[src/spindle_sync_consts.vh]
// Purpose: constants for the spindle sync master select block
// Assumes: 100 MHz mclk_i, Avalon-MM register slave, byte addresses
// Notes:   offsets are byte addresses of aligned 32-bit words
//
// Overview of operation
// RULE_01: switch closed makes drive the sync master
// RULE_02: switch open by default, drive is slave
// RULE_03: commands honoured only while switch open
// RULE_04: function 2F makes selected drive master
// RULE_05: function 2E ends mastership, follow other reference
// RULE_06: 2F under switch mastership rejected with fault
// RULE_07: 2E under switch mastership rejected likewise
// RULE_08: host keeps at most one master on chain
// RULE_09: no master: follow external reference signal
// RULE_10: accepted function updates state, normal ending
`ifndef SPINDLE_SYNC_CONSTS_VH
`define SPINDLE_SYNC_CONSTS_VH

// ==========================================================
// bus control and function codes
`define BC_LOAD_DRIVE_FUNC  8'h01
`define FN_ENABLE_MASTER    8'h2F
`define FN_DISABLE_MASTER   8'h2E

// ==========================================================
// ending status bit positions
`define ST_O0_BC_EXC_BIT    5
`define ST_O2_BAD_ARG_BIT   6

// ==========================================================
// register byte offsets
`define REG_CTRL     5'h00
`define REG_CMD      5'h04
`define REG_STATUS   5'h08
`define REG_ENDING   5'h0C
`define REG_IRQ_STAT 5'h10
`define REG_IRQ_MASK 5'h14

// ==========================================================
// field positions and reset values
`define CTRL_CMD_MASTER_BIT 0
`define ST_MASTER_BIT       0
`define ST_SWITCH_BIT       1
`define ST_CMD_MASTER_BIT   2
`define ST_EXT_REF_BIT      3
`define ST_BUSY_BIT         4
`define IRQ_DONE_BIT        0
`define IRQ_REJECT_BIT      1
`define IRQ_ROLE_BIT        2
`define IRQ_MASK_RST        3'h0
`define READ_LAT            1

`endif

[src/spindle_sync_master_select.v]
// Purpose: decides spindle sync mastership from switch and commands
// Assumes: switch, cable reference and local reference are async pins
// Notes:   commands arrive as register writes from the interface logic
//
// Design decisions made here: the register offsets and the Avalon-MM interface to the registers.
`timescale 1ns/100ps
`include "spindle_sync_consts.vh"

module spindle_sync_master_select
(
    // clock and reset
    input  wire        mclk_i,
    input  wire        rst_i,
    // avalon-mm slave
    input  wire [4:0]  avs_address_i,
    input  wire        avs_read_i,
    input  wire        avs_write_i,
    input  wire [31:0] avs_writedata_i,
    output reg  [31:0] avs_readdata_o,
    output reg         avs_waitrequest_o,
    // rear panel switch and sync cable
    input  wire        master_switch_i,   // high when switch closed
    input  wire        chain_ref_i,       // reference on the cable
    input  wire        local_ref_i,       // own reference source
    output reg         sync_ref_o,        // cable driver data
    output reg         sync_ref_oe_o,     // cable driver enable
    output reg         motor_ref_o,       // reference to motor loop
    // interrupt
    output reg         irq_o
);

    // ==========================================================
    // synchronisers for pins
    reg [1:0] sw_sync_reg;     // switch two-stage
    reg [1:0] chain_sync_reg;  // cable reference two-stage
    reg [1:0] local_sync_reg;  // local reference two-stage

    // the pins move with no regard to mclk_i; two stages keep a
    // metastable first flop away from every decision below
    // first stage is read only by the second
    always @(posedge mclk_i or posedge rst_i)
    begin
        if (rst_i)
        begin
            sw_sync_reg    <= 2'h0;
            chain_sync_reg <= 2'h0;
            local_sync_reg <= 2'h0;
        end
        else
        begin
            sw_sync_reg    <= {sw_sync_reg[0], master_switch_i};
            chain_sync_reg <= {chain_sync_reg[0], chain_ref_i};
            local_sync_reg <= {local_sync_reg[0], local_ref_i};
        end
    end

    // a two-cycle lag is harmless for a hand-set panel switch,
    // though a bouncing contact still reaches the judgement logic
    wire switch_on = sw_sync_reg[1];   // switch closed, synced

    // ==========================================================
    // command state machine
    // one command at a time: latch in idle, judge it in exec,
    // then a done cycle so busy stays up long enough to poll;
    // writes to the command word while busy are dropped
    localparam [1:0] ST_IDLE  = 2'h0;  // waiting for command
    localparam [1:0] ST_EXEC  = 2'h1;  // judging the command
    localparam [1:0] ST_DONE  = 2'h2;  // posting ending status

    reg [1:0]  state_reg;          // machine state
    reg [1:0]  state_next;
    reg [7:0]  bc_reg;             // latched bus control code
    reg [7:0]  fn_reg;             // latched function code
    reg        cmd_master_reg;     // master by command
    reg        cmd_master_next;
    reg        reject_next;        // command rejected
    reg        accept_next;        // command accepted
    reg [31:0] ending_reg;         // ending status octets 0..3
    reg        ctrl_en_reg;        // software allows command path

    wire cmd_wr;                   // write to command register
    wire bus_go;                   // bus access taken this edge

    // ----------------------------------------------------------
    // helper: is this a load drive function with given code
    function is_fn;
        input [7:0] bc;
        input [7:0] fn;
        input [7:0] code;
        begin
            is_fn = (bc == `BC_LOAD_DRIVE_FUNC) && (fn == code);
        end
    endfunction

    // ----------------------------------------------------------
    // helper: register offset decode, used by the write strobes only
    function addr_is;
        input [4:0] addr;          // bus address
        input [4:0] off;           // register offset
        begin
            addr_is = (addr == off);
        end
    endfunction

    // ----------------------------------------------------------
    // next state and judgement
    // the switch is read at exec time, so a switch flipped while
    // a command waits decides that command's fate
    always @*
    begin
        state_next      = state_reg;
        cmd_master_next = cmd_master_reg;
        reject_next     = 1'b0;
        accept_next     = 1'b0;
        case (state_reg)
            ST_IDLE:
            begin
                // new command only through the register
                if (cmd_wr)
                    state_next = ST_EXEC;
            end
            ST_EXEC:
            begin
                // one cycle of judgement, whatever the code
                state_next = ST_DONE;
                if (is_fn(bc_reg, fn_reg, `FN_ENABLE_MASTER))
                begin
                    // RULE_03: switch off only
                    if (switch_on)
                        // RULE_06: reject enable
                        reject_next = 1'b1;
                    else
                    begin
                        // RULE_04: become master
                        cmd_master_next = 1'b1;
                        accept_next     = 1'b1;
                    end
                end
                else if (is_fn(bc_reg, fn_reg, `FN_DISABLE_MASTER))
                begin
                    if (switch_on)
                        // RULE_07: reject disable
                        reject_next = 1'b1;
                    else
                    begin
                        // RULE_05: cease mastership
                        cmd_master_next = 1'b0;
                        accept_next     = 1'b1;
                    end
                end
                else
                    // other codes are not this block's business
                    accept_next = 1'b1;
            end
            ST_DONE:
                // ending status is posted, free again
                state_next = ST_IDLE;
            default:
                // unused code, recover to idle
                state_next = ST_IDLE;
        endcase
    end

    // ----------------------------------------------------------
    // state, command latch and ending status
    // ending status keeps the last verdict until the next command
    always @(posedge mclk_i or posedge rst_i)
    begin
        if (rst_i)
        begin
            state_reg      <= ST_IDLE;
            bc_reg         <= 8'h00;
            fn_reg         <= 8'h00;
            // RULE_02: factory slave state
            cmd_master_reg <= 1'b0;
            ending_reg     <= 32'h00000000;
        end
        else
        begin
            state_reg      <= state_next;
            cmd_master_reg <= cmd_master_next;
            if (cmd_wr && state_reg == ST_IDLE)
            begin
                // code octets of the command word
                bc_reg <= avs_writedata_i[15:8];
                fn_reg <= avs_writedata_i[7:0];
            end
            if (reject_next)
            begin
                // RULE_06: fault and bad argument
                ending_reg <= 32'h00000000;
                ending_reg[`ST_O0_BC_EXC_BIT]       <= 1'b1;
                ending_reg[16 + `ST_O2_BAD_ARG_BIT] <= 1'b1;
            end
            else if (accept_next)
                // RULE_10: normal ending status
                ending_reg <= 32'h00000000;
        end
    end

    // ==========================================================
    // mastership and cable drive
    // the switch always wins; commands only matter while it is open
    // command mastership is kept while the switch is closed, so
    // opening the switch falls back to what the host last asked for
    // RULE_01: switch makes master
    wire master_now = switch_on | (ctrl_en_reg & cmd_master_reg);
    wire ref_sel;                  // reference chosen by selector
    wire drv_en;                   // cable driver enable
    reg  master_q_reg;             // last master level for events

    // selector adds one register stage before the pin flops
    sync_ref_select u_sel
    (
        .mclk_i      (mclk_i),
        .rst_i       (rst_i),
        .master_i    (master_now),
        .local_ref_i (local_sync_reg[1]),
        .chain_ref_i (chain_sync_reg[1]),
        .ref_o       (ref_sel),
        .drive_en_o  (drv_en)
    );

    // registered pin outputs
    // cable data is forced low while the driver is off, so the
    // cable never sees a stray level from this drive as a slave
    always @(posedge mclk_i or posedge rst_i)
    begin
        if (rst_i)
        begin
            sync_ref_o    <= 1'b0;
            sync_ref_oe_o <= 1'b0;
            motor_ref_o   <= 1'b0;
            master_q_reg  <= 1'b0;
        end
        else
        begin
            // RULE_09: slave follows chain reference
            motor_ref_o   <= ref_sel;
            sync_ref_o    <= ref_sel & drv_en;
            // RULE_01: drive the cable
            sync_ref_oe_o <= drv_en;
            master_q_reg  <= master_now;
        end
    end

    // ==========================================================
    // interrupts: done, reject, role change
    // each event is one cycle wide and lands in a sticky bit; a
    // clear in the same cycle loses, so no event is ever dropped
    reg [2:0] irq_stat_reg;        // sticky events
    reg [2:0] irq_mask_reg;        // enable mask
    // bit 0 done, bit 1 rejected, bit 2 role changed
    wire [2:0] irq_event = {master_now ^ master_q_reg,
                            reject_next,
                            reject_next | accept_next};
    wire [2:0] irq_clr;            // write-one-to-clear lanes
    wire [2:0] irq_stat_next;      // status after set and clear

    // ==========================================================
    // avalon slave: one wait cycle on every access
    // the wait cycle lets read data come from a register; the cost
    // is one extra cycle on every access
    reg        ack_reg;            // access answered this cycle
    wire       req = (avs_read_i | avs_write_i);
    wire       take = req & ~ack_reg;  // request seen, answer next
    assign bus_go  = req & ack_reg;
    wire       wr_go = bus_go & avs_write_i;  // write lands now
    assign cmd_wr  = wr_go & addr_is(avs_address_i, `REG_CMD);
    assign irq_clr = (wr_go & addr_is(avs_address_i, `REG_IRQ_STAT)) ?
                     avs_writedata_i[2:0] : 3'h0;
    // set wins over a clear that falls in the same cycle
    assign irq_stat_next = (irq_stat_reg & ~irq_clr) | irq_event;

    // read mux
    // unmapped and unaligned offsets read as zero
    reg [31:0] rd_mux;
    always @*
    begin
        rd_mux = 32'h00000000;
        case (avs_address_i)
            `REG_CTRL:
                // command path enable
                rd_mux[`CTRL_CMD_MASTER_BIT] = ctrl_en_reg;
            `REG_CMD:
                // last command taken
                rd_mux[15:0] = {bc_reg, fn_reg};
            `REG_STATUS:
            begin
                rd_mux[`ST_MASTER_BIT]     = master_now;
                rd_mux[`ST_SWITCH_BIT]     = switch_on;
                rd_mux[`ST_CMD_MASTER_BIT] = cmd_master_reg;
                rd_mux[`ST_EXT_REF_BIT]    = ~master_now;
                rd_mux[`ST_BUSY_BIT]       = (state_reg != ST_IDLE);
            end
            `REG_ENDING:
                // verdict of the last command
                rd_mux = ending_reg;
            `REG_IRQ_STAT:
                rd_mux[2:0] = irq_stat_reg;
            `REG_IRQ_MASK:
                rd_mux[2:0] = irq_mask_reg;
            default:
                rd_mux = 32'h00000000;
        endcase
    end

    // bus registers and interrupt state
    always @(posedge mclk_i or posedge rst_i)
    begin
        if (rst_i)
        begin
            ack_reg           <= 1'b0;
            avs_waitrequest_o <= 1'b1;
            avs_readdata_o    <= 32'h00000000;
            // command path enabled out of reset
            ctrl_en_reg       <= 1'b1;
            irq_stat_reg      <= 3'h0;
            irq_mask_reg      <= `IRQ_MASK_RST;
            irq_o             <= 1'b0;
        end
        else
        begin
            // answer one cycle after request rises
            ack_reg           <= take;
            avs_waitrequest_o <= ~take;
            // read data sampled once, held until the next access
            if (take)
                avs_readdata_o <= rd_mux;
            // writes land on the edge that completes the access
            if (wr_go)
            begin
                if (addr_is(avs_address_i, `REG_CTRL))
                    ctrl_en_reg <= avs_writedata_i[`CTRL_CMD_MASTER_BIT];
                if (addr_is(avs_address_i, `REG_IRQ_MASK))
                    irq_mask_reg <= avs_writedata_i[2:0];
            end
            // set beats clear
            irq_stat_reg <= irq_stat_next;
            // level output follows the new status, no extra lag
            irq_o        <= |(irq_stat_next & irq_mask_reg);
        end
    end

endmodule // spindle_sync_master_select

[src/sync_ref_select.v]
// Purpose: picks the spindle reference source for the motor loop
// Assumes: all inputs already synchronised to mclk_i
// Notes:   registered outputs, one cycle latency
`timescale 1ns/100ps

module sync_ref_select
(
    // clock and reset
    input  wire mclk_i,
    input  wire rst_i,
    // role and sources
    input  wire master_i,       // drive is chain master
    input  wire local_ref_i,    // own crystal derived reference
    input  wire chain_ref_i,    // reference seen on the cable
    // results
    output reg  ref_o,          // reference fed to motor loop
    output reg  drive_en_o      // enable of cable driver
);

    // ==========================================================
    // source selection
    // master sources its own reference and drives the cable;
    // a slave follows whatever the cable carries
    always @(posedge mclk_i or posedge rst_i)
    begin
        if (rst_i)
        begin
            ref_o      <= 1'b0;
            drive_en_o <= 1'b0;
        end
        else
        begin
            // RULE_09: follow external reference
            ref_o      <= master_i ? local_ref_i : chain_ref_i;
            // RULE_01: master drives cable
            drive_en_o <= master_i;
        end
    end

endmodule // sync_ref_select

[config.mk]
export PLATFORM = sky130hd
export DESIGN_NAME = spindle_sync_master_select
export DESIGN_NICKNAME = d
export VERILOG_FILES = /design/src/spindle_sync_master_select.v /design/src/sync_ref_select.v
export VERILOG_INCLUDE_DIRS = /design/src
export SDC_FILE = /design/constraint.sdc
export NUM_CORES = 1
export LEC_CHECK = 0
export BUFFER_PORTS_ARGS = -buffer_cell sky130_fd_sc_hd__buf_2
export CAP_MARGIN = 40
export CORE_ASPECT_RATIO = 1.25
export CORE_UTILIZATION = 45
export DETAILED_ROUTE_END_ITERATION = 16
export PLACE_DENSITY = 0.71
export SETUP_SLACK_MARGIN = 0.2
export SYNTH_ARGS = -nofsm -noshare
export SYNTH_HDL_FRONTEND = slang
export SYNTH_SLANG_ARGS = --single-unit
[constraint.sdc]
create_clock -name mclk_i -period 1.4 [get_ports mclk_i]
set_input_delay 0 -clock mclk_i [delete_from_list [all_inputs] [get_ports mclk_i]]
set_output_delay 0 -clock mclk_i [all_outputs]
set_load 0.01 [all_outputs]
[After elaboration in Yosys (flattened, before gate mapping)]
Cells that the tools add are included.
Cells by class
  muxes and demuxes: 23
  bitwise logic cells: 18
  equal/unequal tests: 12
  reductions and logical operators: 12
Operators by type and width (count)
  $mux 32: 2
  $pmux 11 s2: 1
  $eq 8x6->1 const B: 2
  $mux 16: 1
  $mux 1: 13
  $eq 5x4->1 const B: 2
  $eq 5x5->1 const B: 2
  $pmux 2 s5: 1
  $eq 8x1->1 const B: 1
  $and 1x1->1: 7
  $and 3x3->3: 2
  $ne 2x2->1 const B: 3
  $pmux 1 s6: 1
  $pmux 2 s3: 1
  $reduce_bool 2->1: 3
  $eq 5x3->1 const B: 1
  $logic_not 5->1: 1
  $pmux 2 s2: 1
  $reduce_and 2->1: 2
  $reduce_and 4->1: 1
  $logic_and 1x1->1: 3
  $mux 3: 1
  $not 1->1: 3
  $not 3->3: 1
  7 further kinds: 9
Storage, ports and cells
  bits of input ports: 44
  output and inout bits: 37
  bits in registers: 104
  word-level logic and storage cells: 85

[Longest topological paths before layout]
  word-level depth: 10
  depth in mapped cells: 7
  gate-level depth less buffers: 5

[Cells and area by module]
Synthesis repeated with hierarchy kept, for this count alone.
Unflattened totals
  cell total of the unflattened synthesis: 207
  area total of the unflattened synthesis: 2547.4 um^2
Modules (own cells, without submodules)
  spindle_sync_master_select: cells an instance 203, area an instance 2478.6 um^2, seq. area each 1428.9 um^2, times used 1
  sync_ref_select: cells an instance 4, area an instance 68.8 um^2, seq. area each 50.0 um^2, times used 1

[Worst setup path after synthesis]
No wires, ideal clock.
  path kind: register to register
  from: register ack_reg
  to: register avs_readdata_o[10]
  setup slack: 0.017 ns
  data required time: 1.334 ns
  arrival time: 1.318 ns
  period minus slack after synthesis: 1.383 ns
  stages on the path, launching flop included: 7
  cells stage by stage: dfrtp_1 or2_2 buf_2 clkinv_1 buf_2 nand3_1 nand2_1
On the way
  longest elaborated chain between the ends: 2
Ends and longest elaborated chain
  from (decl): line spindle_sync_master_select.v:264  | reg ack_reg;
  from (signal assigned): line spindle_sync_master_select.v:325  | ack_reg <= take;
  $not 1->1: line spindle_sync_master_select.v:266  | wire take = req & ~ack_reg;
  $and 1x1->1: line spindle_sync_master_select.v:266
  via take: line spindle_sync_master_select.v:266
  to (signal assigned): line spindle_sync_master_select.v:329  | avs_readdata_o <= rd_mux;
  to (decl): line spindle_sync_master_select.v:19  | output reg [31:0] avs_readdata_o,
The timed path passes the listed nets, and every way through them passes these cells.
A chain may end at the register's enable or synchronous reset.

[Worst setup path in the final report]
  from: register bc_reg[3]
  to: register cmd_master_reg
On the way
  longest elaborated chain between the ends: 4
  elaborated cells between the ends (all ways): 8
Ends and longest elaborated chain
  from (decl): line spindle_sync_master_select.v:72  | reg [7:0] bc_reg;
  from (signal assigned): line spindle_sync_master_select.v:185  | bc_reg <= avs_writedata_i[15:8];
  $eq 8x1->1 (no source line) *
  $logic_and 1x1->1: line spindle_sync_master_select.v:91  | is_fn = (bc == `BC_LOAD_DRIVE_FUNC) && (fn == code);
  $ne 2x2->1 (no source line) or $reduce_bool 2->1 (tied branches)
  $reduce_and 4->1 (no source line)
  to (signal assigned): line spindle_sync_master_select.v:181  | cmd_master_reg <= cmd_master_next;
  to (decl): line spindle_sync_master_select.v:74  | reg cmd_master_reg;
Every way passes the cells marked *; elsewhere a longest branch is shown, timed or not.

==> qor.csv <==
metric,value,unit
fmax,725,MHz
grt_util_all_layers,22.1,%
die_y,85.1,um
wirelength,5750,um
clockBufferDepth,2,
crit_fanout,3,
cts.sinks,58,
h-tree-depth,3,
place_congestion,0.776,
overflow,0,
area_growth,46.1,%
grt_pass1_vias,1839,
routedWlPerCell,15.0,um
grt_pass1_wl,9080,um
cts-root-buf,clkbuf_8,
maxCapViolations,0,
antenna_found_initial,0,
min_path_type,input pin to register,
core_area,5190,sq um
ys_ff_latch,58,
synth-warning-count,0,
worstPathArrival,1.61,ns
hpwl,3550,um
hold_viol,0,
leakagePower,1.91,nW
avgSynthCellArea,12.0,sq um
detail-route-antenna-nets,0,
final-setup-viol-count,0,
fp.dieW,68.5,um
fin_area,3630,sq um
numPortBuffers,49,
vias_per_cell,5.02,
status,"finished, final reports clean",
final_cells,383,
synth_area,2480,sq um
syn_inst,207,
slew_headroom,62.0,%
worst_slack,0.0215,ns
worst_ep_required_time,1.63,ns
yosysUniqueCellTypes,40,
p_per_area,1160,nW/um^2
dpl.cell_count,330,
worst_pin_slew,0.569,ns
dr.first_iter.drc_count,158,
initial_core_util,47.9,%
dpl_cell_area,2910,sq um
dpl_worst_slack,-0.0167,ns
drc,0,
rsz0062_at_grt,true,
fin_crit_sh,98.5,%
first_pass_iters,4,
num_rows,29,
final_max_slew_viol_count,0,
die-area,5830,sq um
skew,0.00694,ns
worst_setup_path_start_kind,register,
nNetsFinal,360,
grt_max_degree,28,
endpoint_kind,register,
cts_tree,yes,
yosysSeqAreaShare,58.5,%
cts-buffers-inserted,9,
dr_total_vias,1924,
diodes,0,
fin_util,70.0,%
period_needed,1.38,ns
drive_above_1_share,48.6,%
p_total,0.00422,W
crit_type,register to register,
clk_transition_reported_paths,0.06,ns
clock_latency,0.34,ns
vdd_drop_max,839,uV
largest_register_ffs,17,
ios,81,
==> layer usage <==
metal  track usage, %  routed length, um
met1             29.1               2470
met5                0                  0
met2             33.2               2880
met3             6.72                296
met4             9.28                100
==> placed cells by master (no fill, tap or decap), types with 2 or more instances in the layout <==
cell	synthesis	layout
a221oi_2	0	4
a22o_1	2	2
a31oi_1	2	2
and2_1	3	2
buf_12	0	2
buf_2	2	49
buf_4	17	27
buf_6	1	4
clkbuf_1	1	3
clkbuf_8	0	11
conb_1	1	15
dfrtp_1	56	56
dfstp_2	2	2
dlygate4sd3_1	0	20
inv_1	8	6
inv_6	0	2
mux2_2	14	2
mux2_4	9	21
nand2_1	27	20
nand2_2	0	7
nand3_1	15	14
nand3b_1	2	2
nand4_1	2	2
nor2_1	14	11
nor2_2	0	3
o21ai_0	3	2
or2_4	0	2
==> through the flow <==
stage                     hold slack (ns)  setup TNS, ns
after CTS                          0.0389       -0.00180
after global routing               0.0717         -0.108
after detailed placement           0.0935        -0.0167
after floorplan                    0.0314              0
final                              0.0534              0
after global placement             0.0910        -0.0273
==> logic make-up (layout without fill, tap and decap cells) <==
| family | count (synthesis) | after routing | synth area share [%] |
|---|---|---|---|
| and+or+nand+nor | 75 | 76 | 15.7 |
| DFF | 58 | 58 | 58.5 |
| buffers and inverters | 31 | 130 | 7.65 |
| muxes | 24 | 24 | 12.7 |
| AOI/OAI and AO/OA | 17 | 17 | 4.93 |
| other | 1 | 15 | 0.151 |
| xor gates and xnor gates | 1 | 1 | 0.353 |
==> synthesized netlist by cell type <==
library cell,number,share of area (%)
mux2_2,14,6.3
mux2_4,9,5.4
xnor2_1,1,0.35
or2_2,1,0.25
and2_1,3,0.76
buf_2,2,0.40
nor4b_1,1,0.35
and3_1,1,0.25
nand2_1,27,4.1
nor2b_1,1,0.25
a21oi_1,2,0.40
nor2_1,14,2.1
a31oi_1,2,0.50
clkbuf_1,1,0.15
dfrtp_1,56,56
conb_1,1,0.15
buf_4,17,5.1
a22o_1,2,0.71
buf_6,1,0.45
nand3b_1,2,0.60
nand3_1,15,3.0
and4b_1,1,0.40
a221oi_1,4,1.4
clkinv_1,1,0.15
dfstp_2,2,2.1
and3b_1,1,0.35
mux4_2,1,0.91
nor3_1,1,0.20
inv_1,8,1.2
buf_1,1,0.15
a22oi_1,1,0.30
nor3_4,1,0.65
o21ai_0,3,0.60
a32oi_1,1,0.35
a21o_1,1,0.30
nor2b_4,1,0.55
o221ai_1,1,0.35
nor4_1,2,0.50
nand4_1,2,0.50
nand4_4,1,0.86
==> area by class of cell <==
class	count	area, sq um
clock buffer	14	163
clock inverter	2	35.0
fill	357	1560
inverter	9	50.0
multi-input combinational	133	1070
sequential	58	1450
tap	62	77.6
timing repair buffer	103	758
timing repair inverter	2	17.5
==> power by group <==
group	switching, W	total (W)	leakage [nW]	internal, W
clock	0.000619	0.00154	0.101	0.000918
sequential	0.000107	0.00194	0.749	0.00183
combinational	0.000334	0.000740	1.06	0.000405
==> timing repair <==
action                                  in CTS  in global routing
hold buffers                                20                  0
gates resized for setup                     28                 16
endpoints found under the setup margin      39                 37
buffers inserted                             8                  5
pin swaps                                    3                  8
gates cloned                                 2                  2
endpoints found under the hold margin       46                  0
==> worst max-delay path, stage by stage, from the launching register on <==
cell and delay (ns):
dfrtp_1 0.40, nor4_2 0.27, and3_4 0.24, nand3b_1 0.09
mux2_2 0.28
==> path summary, 6_finish.rpt <==
| path | from | to | slack [ns] | depth (start not counted) |
|---|---|---|---|---|
| worst max-delay path | bc_reg[3] | cmd_master_reg | 0.02 | 4 |
| worst min-delay path | avs_address_i[3] | avs_readdata_o[5] | 0.05 | 3 |
| worst max register to register | bc_reg[3] | cmd_master_reg | 0.02 | 4 |
| worst min register to register | chain_sync_reg[0] | chain_sync_reg[1] | 0.36 | 0 |
| max in group asynchronous | rst_i | chain_sync_reg[1] | 0.59 | 4 |
| min in group asynchronous | rst_i | avs_readdata_o[5] | 0.27 | 3 |
(Power assumes the default switching activity.)
